File: src/mwm_consts.svh
/*
 * Constant macros of the motion window monitor: object indices, reset values,
 * status bit positions, mode codes and the millisecond tick count.
 * Assumes a 50 MHz system clock; included by bare name.
 */
`ifndef MWM_CONSTS_SVH
`define MWM_CONSTS_SVH

// ****************************************************************
// Object indices
// ****************************************************************
`define MWM_IDX_ACTUAL_POSITION      16'h6064
`define MWM_IDX_LAG_LIMIT            16'h6065
`define MWM_IDX_LAG_DWELL_MS         16'h6066
`define MWM_IDX_TARGET_BAND          16'h6067
`define MWM_IDX_TARGET_BAND_DWELL_MS 16'h6068
`define MWM_IDX_RAMP_SPEED_OUTPUT    16'h606B
`define MWM_IDX_MEASURED_SPEED       16'h606C
`define MWM_IDX_SPEED_BAND           16'h606D
`define MWM_IDX_SPEED_BAND_DWELL_MS  16'h606E

// ****************************************************************
// Reset values
// ****************************************************************
`define MWM_RST_LAG_LIMIT            32'h00000100
`define MWM_RST_LAG_DWELL_MS         16'h0064
`define MWM_RST_TARGET_BAND          32'h0000000A
`define MWM_RST_TARGET_BAND_DWELL_MS 16'h0064
`define MWM_RST_SPEED_BAND           16'h001E
`define MWM_RST_SPEED_BAND_DWELL_MS  16'h0000
`define MWM_WINDOW_OFF               32'hFFFFFFFF

// ****************************************************************
// Status bits and operating modes
// ****************************************************************
`define MWM_SW_TARGET_BIT            4'hA
`define MWM_SW_LAG_BIT               4'hD
`define MWM_MODE_PROFILE_POS         8'h01
`define MWM_MODE_PROFILE_VEL         8'h03
`define MWM_MODE_INTERP_POS          8'h07

// ****************************************************************
// Timing
// ****************************************************************
`define MWM_CLK_HZ                   50000000
`define MWM_TICK_MS                  1
`define MWM_TICK_CYCLES              ((`MWM_CLK_HZ / 1000) * `MWM_TICK_MS)

`endif

File: src/mwm_pkg.sv
/*
 * Types shared by the motion window monitor modules.
 * Assumes nothing beyond a SystemVerilog compiler.
 */
package mwm_pkg;

    // Object access request from the fieldbus object dictionary
    typedef struct packed {
        logic        wr;
        logic        rd;
        logic [15:0] index;
        logic [31:0] wdata;
    } mwm_obj_req_s;

    // Live drive values sampled every clock
    typedef struct packed {
        logic [31:0] demand_position;
        logic [31:0] actual_position;
        logic [31:0] target_position;
        logic [31:0] ramp_speed;
        logic [31:0] set_speed;
        logic [31:0] measured_speed;
    } mwm_drive_s;

    typedef enum logic [1:0] {
        MWM_DW_IDLE  = 2'b00,
        MWM_DW_COUNT = 2'b01,
        MWM_DW_MET   = 2'b10
    } mwm_dwell_e;

endpackage : mwm_pkg

File: src/mwm_tick.sv
/*
 * Millisecond enable divider.
 * Assumes one synchronous clock; emits a one-cycle pulse every CYCLES clocks.
 */
`timescale 1ns/100ps
`default_nettype none
module mwm_tick
    import mwm_pkg::*;
#(
    parameter int CYCLES = 50000
) (
    input  wire logic clk,
    input  wire logic rstn,
    output logic      tick
);
    logic [31:0] cnt_r;
    logic [31:0] cnt_nxt;
    logic        tick_r;
    logic        tick_nxt;

    // ****************************************************************
    // Divider
    // ****************************************************************
    always_comb begin
        tick_nxt = 1'b0;
        cnt_nxt  = cnt_r + 32'h00000001;
        if (cnt_r == 32'(CYCLES - 1)) begin
            cnt_nxt  = 32'h00000000;
            tick_nxt = 1'b1;
        end
    end

    always_ff @(posedge clk) begin
        if (!rstn) begin
            cnt_r  <= 32'h00000000;
            tick_r <= 1'b0;
        end else begin
            cnt_r  <= cnt_nxt;
            tick_r <= tick_nxt;
        end
    end

    assign tick = tick_r;
endmodule : mwm_tick
`default_nettype wire

File: src/mwm_dwell.sv
/*
 * Dwell qualifier: output rises once the condition has held for more than
 * limit milliseconds. Assumes a one-cycle millisecond tick from mwm_tick.
 */
`timescale 1ns/100ps
`default_nettype none
module mwm_dwell
    import mwm_pkg::*;
(
    input  wire logic        clk,
    input  wire logic        rstn,
    input  wire logic        tick,
    input  wire logic        cond,
    input  wire logic [15:0] limit,
    output logic             met
);
    mwm_dwell_e  st_r;
    mwm_dwell_e  st_nxt;
    logic [16:0] ms_r;
    logic [16:0] ms_nxt;

    // ****************************************************************
    // Dwell state machine
    // ****************************************************************
    // Counter is one bit wider so a limit of FFFF still terminates
    always_comb begin
        st_nxt = st_r;
        ms_nxt = ms_r;
        case (st_r)
            MWM_DW_IDLE: begin
                ms_nxt = 17'h00000;
                if (cond) begin
                    st_nxt = MWM_DW_COUNT;
                end
            end
            MWM_DW_COUNT: begin
                if (!cond) begin
                    st_nxt = MWM_DW_IDLE;
                    ms_nxt = 17'h00000;
                end else if (ms_r > {1'b0, limit}) begin
                    st_nxt = MWM_DW_MET;
                end else if (tick) begin
                    ms_nxt = ms_r + 17'h00001;
                end
            end
            MWM_DW_MET: begin
                if (!cond) begin
                    st_nxt = MWM_DW_IDLE;
                    ms_nxt = 17'h00000;
                end
            end
            default: begin
                st_nxt = MWM_DW_IDLE;
            end
        endcase
    end

    always_ff @(posedge clk) begin
        if (!rstn) begin
            st_r <= MWM_DW_IDLE;
            ms_r <= 17'h00000;
        end else begin
            st_r <= st_nxt;
            ms_r <= ms_nxt;
        end
    end

    assign met = (st_r == MWM_DW_MET);
endmodule : mwm_dwell
`default_nettype wire

File: src/mwm_top.sv
/*
 * Motion window monitor: following error, position reached and velocity
 * reached supervision with millisecond dwell, plus the related objects.
 * Assumes the object dictionary delivers one-cycle rd/wr strobes with an
 * object index, and that drive values are synchronous to clk.
 */
`include "mwm_consts.svh"
`timescale 1ns/100ps
`default_nettype none
module mwm_top
    import mwm_pkg::*;
#(
    parameter int TICK_CYCLES = `MWM_TICK_CYCLES
) (
    input  wire logic         clk,
    input  wire logic         rstn,
    input  wire mwm_obj_req_s obj_req,
    input  wire mwm_drive_s   drive,
    input  wire logic [7:0]   op_mode,
    input  wire logic [15:0]  lag_reaction,
    output logic [31:0]       obj_rdata,
    output logic              obj_ack,
    output logic              obj_err,
    output logic [15:0]       status_bits,
    output logic              lag_reaction_req,
    output logic              history_log,
    output logic [31:0]       actual_position,
    output logic [31:0]       ramp_speed_output,
    output logic signed [31:0] measured_speed
);
    // ****************************************************************
    // Configuration objects
    // ****************************************************************
    logic [31:0] lag_limit_r,            lag_limit_nxt;
    logic [15:0] lag_dwell_ms_r,         lag_dwell_ms_nxt;
    logic [31:0] target_band_r,          target_band_nxt;
    logic [15:0] target_band_dwell_ms_r, target_band_dwell_ms_nxt;
    logic [15:0] speed_band_r,           speed_band_nxt;
    logic [15:0] speed_band_dwell_ms_r,  speed_band_dwell_ms_nxt;
    logic [31:0] rdata_r,                rdata_nxt;
    logic        ack_r,                  ack_nxt;
    logic        err_r,                  err_nxt;

    // Signed difference magnitude, unsigned result
    function automatic logic [31:0] abs_diff(input logic [31:0] a, input logic [31:0] b);
        logic [32:0] d;
        d = {a[31], a} - {b[31], b};
        abs_diff = d[32] ? 32'(-d) : d[31:0];
    endfunction : abs_diff

    // Object read and write decoding
    always_comb begin
        lag_limit_nxt            = lag_limit_r;
        lag_dwell_ms_nxt         = lag_dwell_ms_r;
        target_band_nxt          = target_band_r;
        target_band_dwell_ms_nxt = target_band_dwell_ms_r;
        speed_band_nxt           = speed_band_r;
        speed_band_dwell_ms_nxt  = speed_band_dwell_ms_r;
        rdata_nxt                = rdata_r;
        ack_nxt                  = obj_req.rd | obj_req.wr;
        err_nxt                  = 1'b0;
        if (obj_req.wr) begin
            // Read-only objects refuse writes and keep their value
            if (obj_req.index == `MWM_IDX_LAG_LIMIT) begin
                lag_limit_nxt = obj_req.wdata;
            end else if (obj_req.index == `MWM_IDX_LAG_DWELL_MS) begin
                lag_dwell_ms_nxt = obj_req.wdata[15:0];
            end else if (obj_req.index == `MWM_IDX_TARGET_BAND) begin
                target_band_nxt = obj_req.wdata;
            end else if (obj_req.index == `MWM_IDX_TARGET_BAND_DWELL_MS) begin
                target_band_dwell_ms_nxt = obj_req.wdata[15:0];
            end else if (obj_req.index == `MWM_IDX_SPEED_BAND) begin
                speed_band_nxt = obj_req.wdata[15:0];
            end else if (obj_req.index == `MWM_IDX_SPEED_BAND_DWELL_MS) begin
                speed_band_dwell_ms_nxt = obj_req.wdata[15:0];
            end else begin
                err_nxt = 1'b1;
            end
        end else if (obj_req.rd) begin
            if (obj_req.index == `MWM_IDX_ACTUAL_POSITION) begin
                rdata_nxt = drive.actual_position;
            end else if (obj_req.index == `MWM_IDX_LAG_LIMIT) begin
                rdata_nxt = lag_limit_r;
            end else if (obj_req.index == `MWM_IDX_LAG_DWELL_MS) begin
                rdata_nxt = {16'h0000, lag_dwell_ms_r};
            end else if (obj_req.index == `MWM_IDX_TARGET_BAND) begin
                rdata_nxt = target_band_r;
            end else if (obj_req.index == `MWM_IDX_TARGET_BAND_DWELL_MS) begin
                rdata_nxt = {16'h0000, target_band_dwell_ms_r};
            end else if (obj_req.index == `MWM_IDX_RAMP_SPEED_OUTPUT) begin
                rdata_nxt = drive.ramp_speed;
            end else if (obj_req.index == `MWM_IDX_MEASURED_SPEED) begin
                rdata_nxt = drive.measured_speed;
            end else if (obj_req.index == `MWM_IDX_SPEED_BAND) begin
                rdata_nxt = {16'h0000, speed_band_r};
            end else if (obj_req.index == `MWM_IDX_SPEED_BAND_DWELL_MS) begin
                rdata_nxt = {16'h0000, speed_band_dwell_ms_r};
            end else begin
                rdata_nxt = 32'h00000000;
                err_nxt   = 1'b1;
            end
        end
    end

    always_ff @(posedge clk) begin
        if (!rstn) begin
            lag_limit_r            <= `MWM_RST_LAG_LIMIT;
            lag_dwell_ms_r         <= `MWM_RST_LAG_DWELL_MS;
            target_band_r          <= `MWM_RST_TARGET_BAND;
            target_band_dwell_ms_r <= `MWM_RST_TARGET_BAND_DWELL_MS;
            speed_band_r           <= `MWM_RST_SPEED_BAND;
            speed_band_dwell_ms_r  <= `MWM_RST_SPEED_BAND_DWELL_MS;
            rdata_r                <= 32'h00000000;
            ack_r                  <= 1'b0;
            err_r                  <= 1'b0;
        end else begin
            lag_limit_r            <= lag_limit_nxt;
            lag_dwell_ms_r         <= lag_dwell_ms_nxt;
            target_band_r          <= target_band_nxt;
            target_band_dwell_ms_r <= target_band_dwell_ms_nxt;
            speed_band_r           <= speed_band_nxt;
            speed_band_dwell_ms_r  <= speed_band_dwell_ms_nxt;
            rdata_r                <= rdata_nxt;
            ack_r                  <= ack_nxt;
            err_r                  <= err_nxt;
        end
    end

    // ****************************************************************
    // Window comparisons
    // ****************************************************************
    logic tick;
    logic lag_cond;
    logic pos_cond;
    logic vel_cond;
    logic pos_mode;
    logic vel_mode;
    logic lag_met;
    logic pos_met;
    logic vel_met;

    mwm_tick #(
        .CYCLES (TICK_CYCLES)
    ) u_tick (
        .clk  (clk),
        .rstn (rstn),
        .tick (tick)
    );

    // Mode qualifiers for bit 10
    assign pos_mode = (op_mode == `MWM_MODE_PROFILE_POS) ||
                      (op_mode == `MWM_MODE_INTERP_POS);
    assign vel_mode = (op_mode == `MWM_MODE_PROFILE_VEL);

    // Raw conditions; an all-ones lag limit or target band switches its monitor off
    assign lag_cond = (lag_limit_r != `MWM_WINDOW_OFF) &&
                      (abs_diff(drive.actual_position, drive.demand_position)
                       > lag_limit_r);
    assign pos_cond = pos_mode && (target_band_r != `MWM_WINDOW_OFF) &&
                      (abs_diff(drive.actual_position, drive.target_position)
                       < target_band_r);
    assign vel_cond = vel_mode &&
                      (abs_diff(drive.measured_speed, drive.set_speed)
                       < {16'h0000, speed_band_r});

    // Dwell qualifiers, each restarting when its condition drops
    mwm_dwell u_lag_dwell (
        .clk   (clk),
        .rstn  (rstn),
        .tick  (tick),
        .cond  (lag_cond),
        .limit (lag_dwell_ms_r),
        .met   (lag_met)
    );

    mwm_dwell u_pos_dwell (
        .clk   (clk),
        .rstn  (rstn),
        .tick  (tick),
        .cond  (pos_cond),
        .limit (target_band_dwell_ms_r),
        .met   (pos_met)
    );

    mwm_dwell u_vel_dwell (
        .clk   (clk),
        .rstn  (rstn),
        .tick  (tick),
        .cond  (vel_cond),
        .limit (speed_band_dwell_ms_r),
        .met   (vel_met)
    );

    // ****************************************************************
    // Status and reaction outputs
    // ****************************************************************
    logic [15:0] status_r,  status_nxt;
    logic        lag_d_r,   lag_d_nxt;
    logic        react_r,   react_nxt;
    logic        hist_r,    hist_nxt;
    logic [31:0] apos_r,    apos_nxt;
    logic [31:0] ramp_r,    ramp_nxt;
    logic [31:0] mspd_r,    mspd_nxt;

    // Reaction and history entry pulse on the rising edge of the lag flag
    always_comb begin
        status_nxt                        = 16'h0000;
        status_nxt[`MWM_SW_LAG_BIT]       = lag_met;
        status_nxt[`MWM_SW_TARGET_BIT]    = pos_met | vel_met;
        lag_d_nxt                         = lag_met;
        react_nxt = lag_met && !lag_d_r && (lag_reaction != 16'h0000);
        hist_nxt  = react_nxt;
        apos_nxt  = drive.actual_position;
        ramp_nxt  = drive.ramp_speed;
        mspd_nxt  = drive.measured_speed;
    end

    always_ff @(posedge clk) begin
        if (!rstn) begin
            status_r <= 16'h0000;
            lag_d_r  <= 1'b0;
            react_r  <= 1'b0;
            hist_r   <= 1'b0;
            apos_r   <= 32'h00000000;
            ramp_r   <= 32'h00000000;
            mspd_r   <= 32'h00000000;
        end else begin
            status_r <= status_nxt;
            lag_d_r  <= lag_d_nxt;
            react_r  <= react_nxt;
            hist_r   <= hist_nxt;
            apos_r   <= apos_nxt;
            ramp_r   <= ramp_nxt;
            mspd_r   <= mspd_nxt;
        end
    end

    assign obj_rdata         = rdata_r;
    assign obj_ack           = ack_r;
    assign obj_err           = err_r;
    assign status_bits       = status_r;
    assign lag_reaction_req  = react_r;
    assign history_log       = hist_r;
    assign actual_position   = apos_r;
    assign ramp_speed_output = ramp_r;
    assign measured_speed    = signed'(mspd_r);
endmodule : mwm_top
`default_nettype wire

File: config.mk
export PLATFORM = sky130hd
export DESIGN_NAME = mwm_top
export DESIGN_NICKNAME = d
export VERILOG_FILES = /design/src/mwm_pkg.sv /design/src/mwm_tick.sv /design/src/mwm_dwell.sv /design/src/mwm_top.sv
export VERILOG_INCLUDE_DIRS = /design/src
export SDC_FILE = /design/constraint.sdc
export NUM_CORES = 1
export LEC_CHECK = 0
export BUFFER_PORTS_ARGS = -buffer_cell sky130_fd_sc_hd__buf_4
export CORE_ASPECT_RATIO = 2
export CORE_MARGIN = 1.5
export CORE_UTILIZATION = 46
export CTS_CLUSTER_SIZE = 16
export DETAILED_ROUTE_END_ITERATION = 10
export PLACE_DENSITY = 0.75
export SETUP_SLACK_MARGIN = 0.4
export SYNTH_ARGS = -nofsm -noshare
export SYNTH_HDL_FRONTEND = slang
export SYNTH_SLANG_ARGS = --single-unit
File: constraint.sdc
create_clock -name clk -period 6.9 [get_ports clk]
set_clock_uncertainty 0.1 [all_clocks]
set_input_delay 0.345 -clock clk [delete_from_list [all_inputs] [get_ports clk]]
set_output_delay 0.345 -clock clk [all_outputs]
set_load 0.01 [all_outputs]
==> results_dict.tcl <==
set metrics [dict create \
    status "finished clean" \
    crit_family "simple AND/OR/NAND/NOR gates" \
    p_leak_nw 13.8 \
    grt_use_total_pct 35.0 \
    netlist_area_um2 25500 \
    cts_max_level 2 \
    dp_hpwl_mm 78.2 \
    antenna_found_initial 4 \
    cellPowerDensity_nw_per_um2 190 \
    pre_cts_slack_ns -0.476 \
    layout.nets 4418 \
    drcViolationCount 0 \
    critPathSlowestCell "dlygate4sd3_1" \
    clock.fmax_ghz 0.158 \
    peakVddDrop_v 0.000188 \
    criticalPathCategory "input pin to flip-flop" \
    finalCriticalPeriod_ns 6.33 \
    tightest_slew_ns 1.23 \
    cts.sinks 351 \
    firstDrtPassIters 8 \
    insertion_delay_ns 0.58 \
    yosysUniqueCellTypes 115 \
    place_area_um2 30300 \
    pin_count 416 \
    async_flop_share_pct 0 \
    via_per_inst 5.93 \
    path_clk_slew_ns 0.06 \
    ant_nets 0 \
    place_congestion 1.02 \
    rsz0062_at_grt "true" \
    cts_root_buf "clkbuf_16" \
    syn_avg_cell_area_um2 7.73 \
    cp_max_fo 8 \
    die-area_um2 56900 \
    maxSlewHeadroom_pct 17.7 \
    synthTopCellsByArea "dfxtp_1 28%, ha_1 11%, nand2_1 6.2%" \
    cts_buffers 36 \
    io_buffers 401 \
    core_region_area_um2 54700 \
    cp_num_buf_inv 3 \
    fin_ws_ns 0.569 \
    cts_tree "built" \
    synth_commonest_cells "423 x nand2_1, 351 x dfxtp_1, 303 x a21oi_1" \
    ys.flop_type "dfxtp_1" \
    fin_area_um2 33100 \
    worst_path_most_repeated_cell "a21oi_1" \
    hold_class "input pin to flip-flop" \
    max_cap_violations 0 \
    rows 121 \
    die-width_um 169 \
    drt_iter0_drc 2472 \
    cp.required_ns 7.30 \
    grt_pass1_vias 27700 \
    ys.warnings.count 0 \
    hold_violations 0 \
    crit_arrival_ns 6.73 \
    r2r-start "speed_band_r[1]" \
    period_share_pct 91.8 \
    die_h_um 336 \
    start_util_pct 46.7 \
    overflow 0 \
    crit_start "drive[148]" \
    synth_top_area_share_pct 27.6 \
    netlist_instances 3298 \
    seq_area_frac_synth_pct 27.6 \
    setup_viol 0 \
    grt_pass1_wl_mm 152 \
    synth-edff-count 0 \
    synth_top_area_cell "dfxtp_1" \
    drive_above_1_share_pct 20.4 \
    endpoint_kind "flip-flop" \
    slowest_delay_ns 0.54 \
    ys_seq_elements 351 \
    min_from "lag_reaction[14]" \
    max-clock-path-buffers 3 \
    cp-start-kind "input pin" \
    slew_viol_final 0 \
    grt_max_degree 96 \
    wl_per_cell_um 22.0 \
    area_delta_synth_final_pct 29.6 \
    post-synth-top-count-cell "nand2_1" \
    wl_mm 103 \
    fin_util_pct 60.5 \
    num_vias 27800 \
]
==> layer usage <==
layer / part of all wire, % / GRT usage, % / up-vias
met5: 0 / 0 / -
li1: - / - / 12900
met3: 7.2 / 5.47 / 455
met1: 34 / 35.2 / 12900
met2: 50 / 64.1 / 1436
met4: 8.8 / 26.9 / 0
==> per-stage QoR <==
step / power, mW / std cells / hold slack [ns] / TNS [ns]
6_report: 6.28 / 4683 / 0.0192 / 0
5_1_grt: 6.56 / 4683 / 0.0160 / 0
4_1_cts: 6.19 / 4667 / 0.000681 / 0
3_5_place_dp: 4.16 / 4491 / 0.345 / -10.89
3_3_place_gp: 4.14 / 4491 / 0.338 / -6.81
2_1_floorplan: 3.38 / 3311 / 0.332 / 0
==> layout by cell type (no fill, tap or decap), types with 39 or more instances in the layout <==
cell type / synthesis / layout
xnor2_1: 117 / 117
and2_1: 111 / 111
o21a_1: 45 / 45
mux2i_1: 40 / 39
buf_4: 17 / 598
a21o_1: 63 / 63
dlygate4sd3_1: 0 / 112
inv_1: 265 / 263
nor3_1: 51 / 49
dfxtp_1: 351 / 351
or3_1: 42 / 41
nand4_1: 63 / 63
o21ai_0: 188 / 174
xor2_1: 63 / 63
nand2_1: 423 / 422
nor2_1: 171 / 167
a21oi_1: 303 / 291
ha_1: 229 / 225
nand3_1: 88 / 86
==> worst paths after layout <==
check	end	depth (start not counted)	slack [ns]
worst min-delay path	history_log	4	0.02
worst max-delay path	u_pos_dwell.ms_r[11]	28	0.57
worst max register to register	u_vel_dwell.ms_r[1]	18	2.98
worst min register to register	lag_dwell_ms_r[15]	2	0.35
==> state kept, by name, summed over array words and instances (netlist names) <==
signal,count
actual_position,32
lag_limit_r,32
measured_speed,32
obj_rdata,32
ramp_speed_output,32
target_band_r,32
u_tick.cnt_r,32
u_lag_dwell.ms_r,17
u_pos_dwell.ms_r,17
u_vel_dwell.ms_r,17
lag_dwell_ms_r,16
speed_band_dwell_ms_r,16
speed_band_r,16
target_band_dwell_ms_r,16
status_bits,2
u_lag_dwell.st_r,2
u_pos_dwell.st_r,2
u_vel_dwell.st_r,2
history_log,1
obj_ack,1
obj_err,1
u_tick.tick,1
==> area by class of cell <==
class | instances | area [um2]
Timing Repair Buffer | 720 | 5780
Clock buffer | 45 | 965
Tap cell | 738 | 923
Clock inverter | 16 | 171
Inverter | 267 | 1000
Fill cell | 4932 | 21600
Antenna cell | 4 | 10.0
Multi-Input combinational cell | 2542 | 17200
Sequential cell | 351 | 7030
==> power by group <==
| group | total (mW) | switching (mW) | internal, mW |
|---|---|---|---|
| registers | 2.10 | 0.0239 | 2.07 |
| clock network | 1.99 | 0.932 | 1.05 |
| logic | 2.20 | 1.19 | 1.02 |
==> repair_timing <==
| action | 4_1_cts | 5_1_grt |
|---|---|---|
| gates resized for setup | 12 | 78 |
| hold buffers | 112 | 0 |
| pin swaps | 5 | 42 |
| endpoints found under the setup margin | 21 | 52 |
| hold endpoints to repair | 154 | 0 |
| buffers inserted | 3 | 9 |
| cloned | 0 | 3 |
==> cell families after synthesis <==
| family | after synthesis | share of synthesized area, % |
|---|---|---|
| AOI/OAI and AO/OA | 891 | 22.7 |
| xor gates and xnor gates | 183 | 6.42 |
| DFF | 351 | 27.6 |
| muxes | 42 | 1.66 |
| buffers and inverters | 418 | 6.70 |
| other | 1 | 0.0147 |
| and+or+nand+nor | 1179 | 23.4 |
| adders and majority gates | 233 | 11.5 |
==> tightest hold or removal path, delay by kind of cell <==
family | cells | cell delay, ns
buffers and inverters | 1 | 0.08
AND/OR/NAND/NOR | 3 | 0.24
Note: power is estimated with default switching activity, not from simulation.
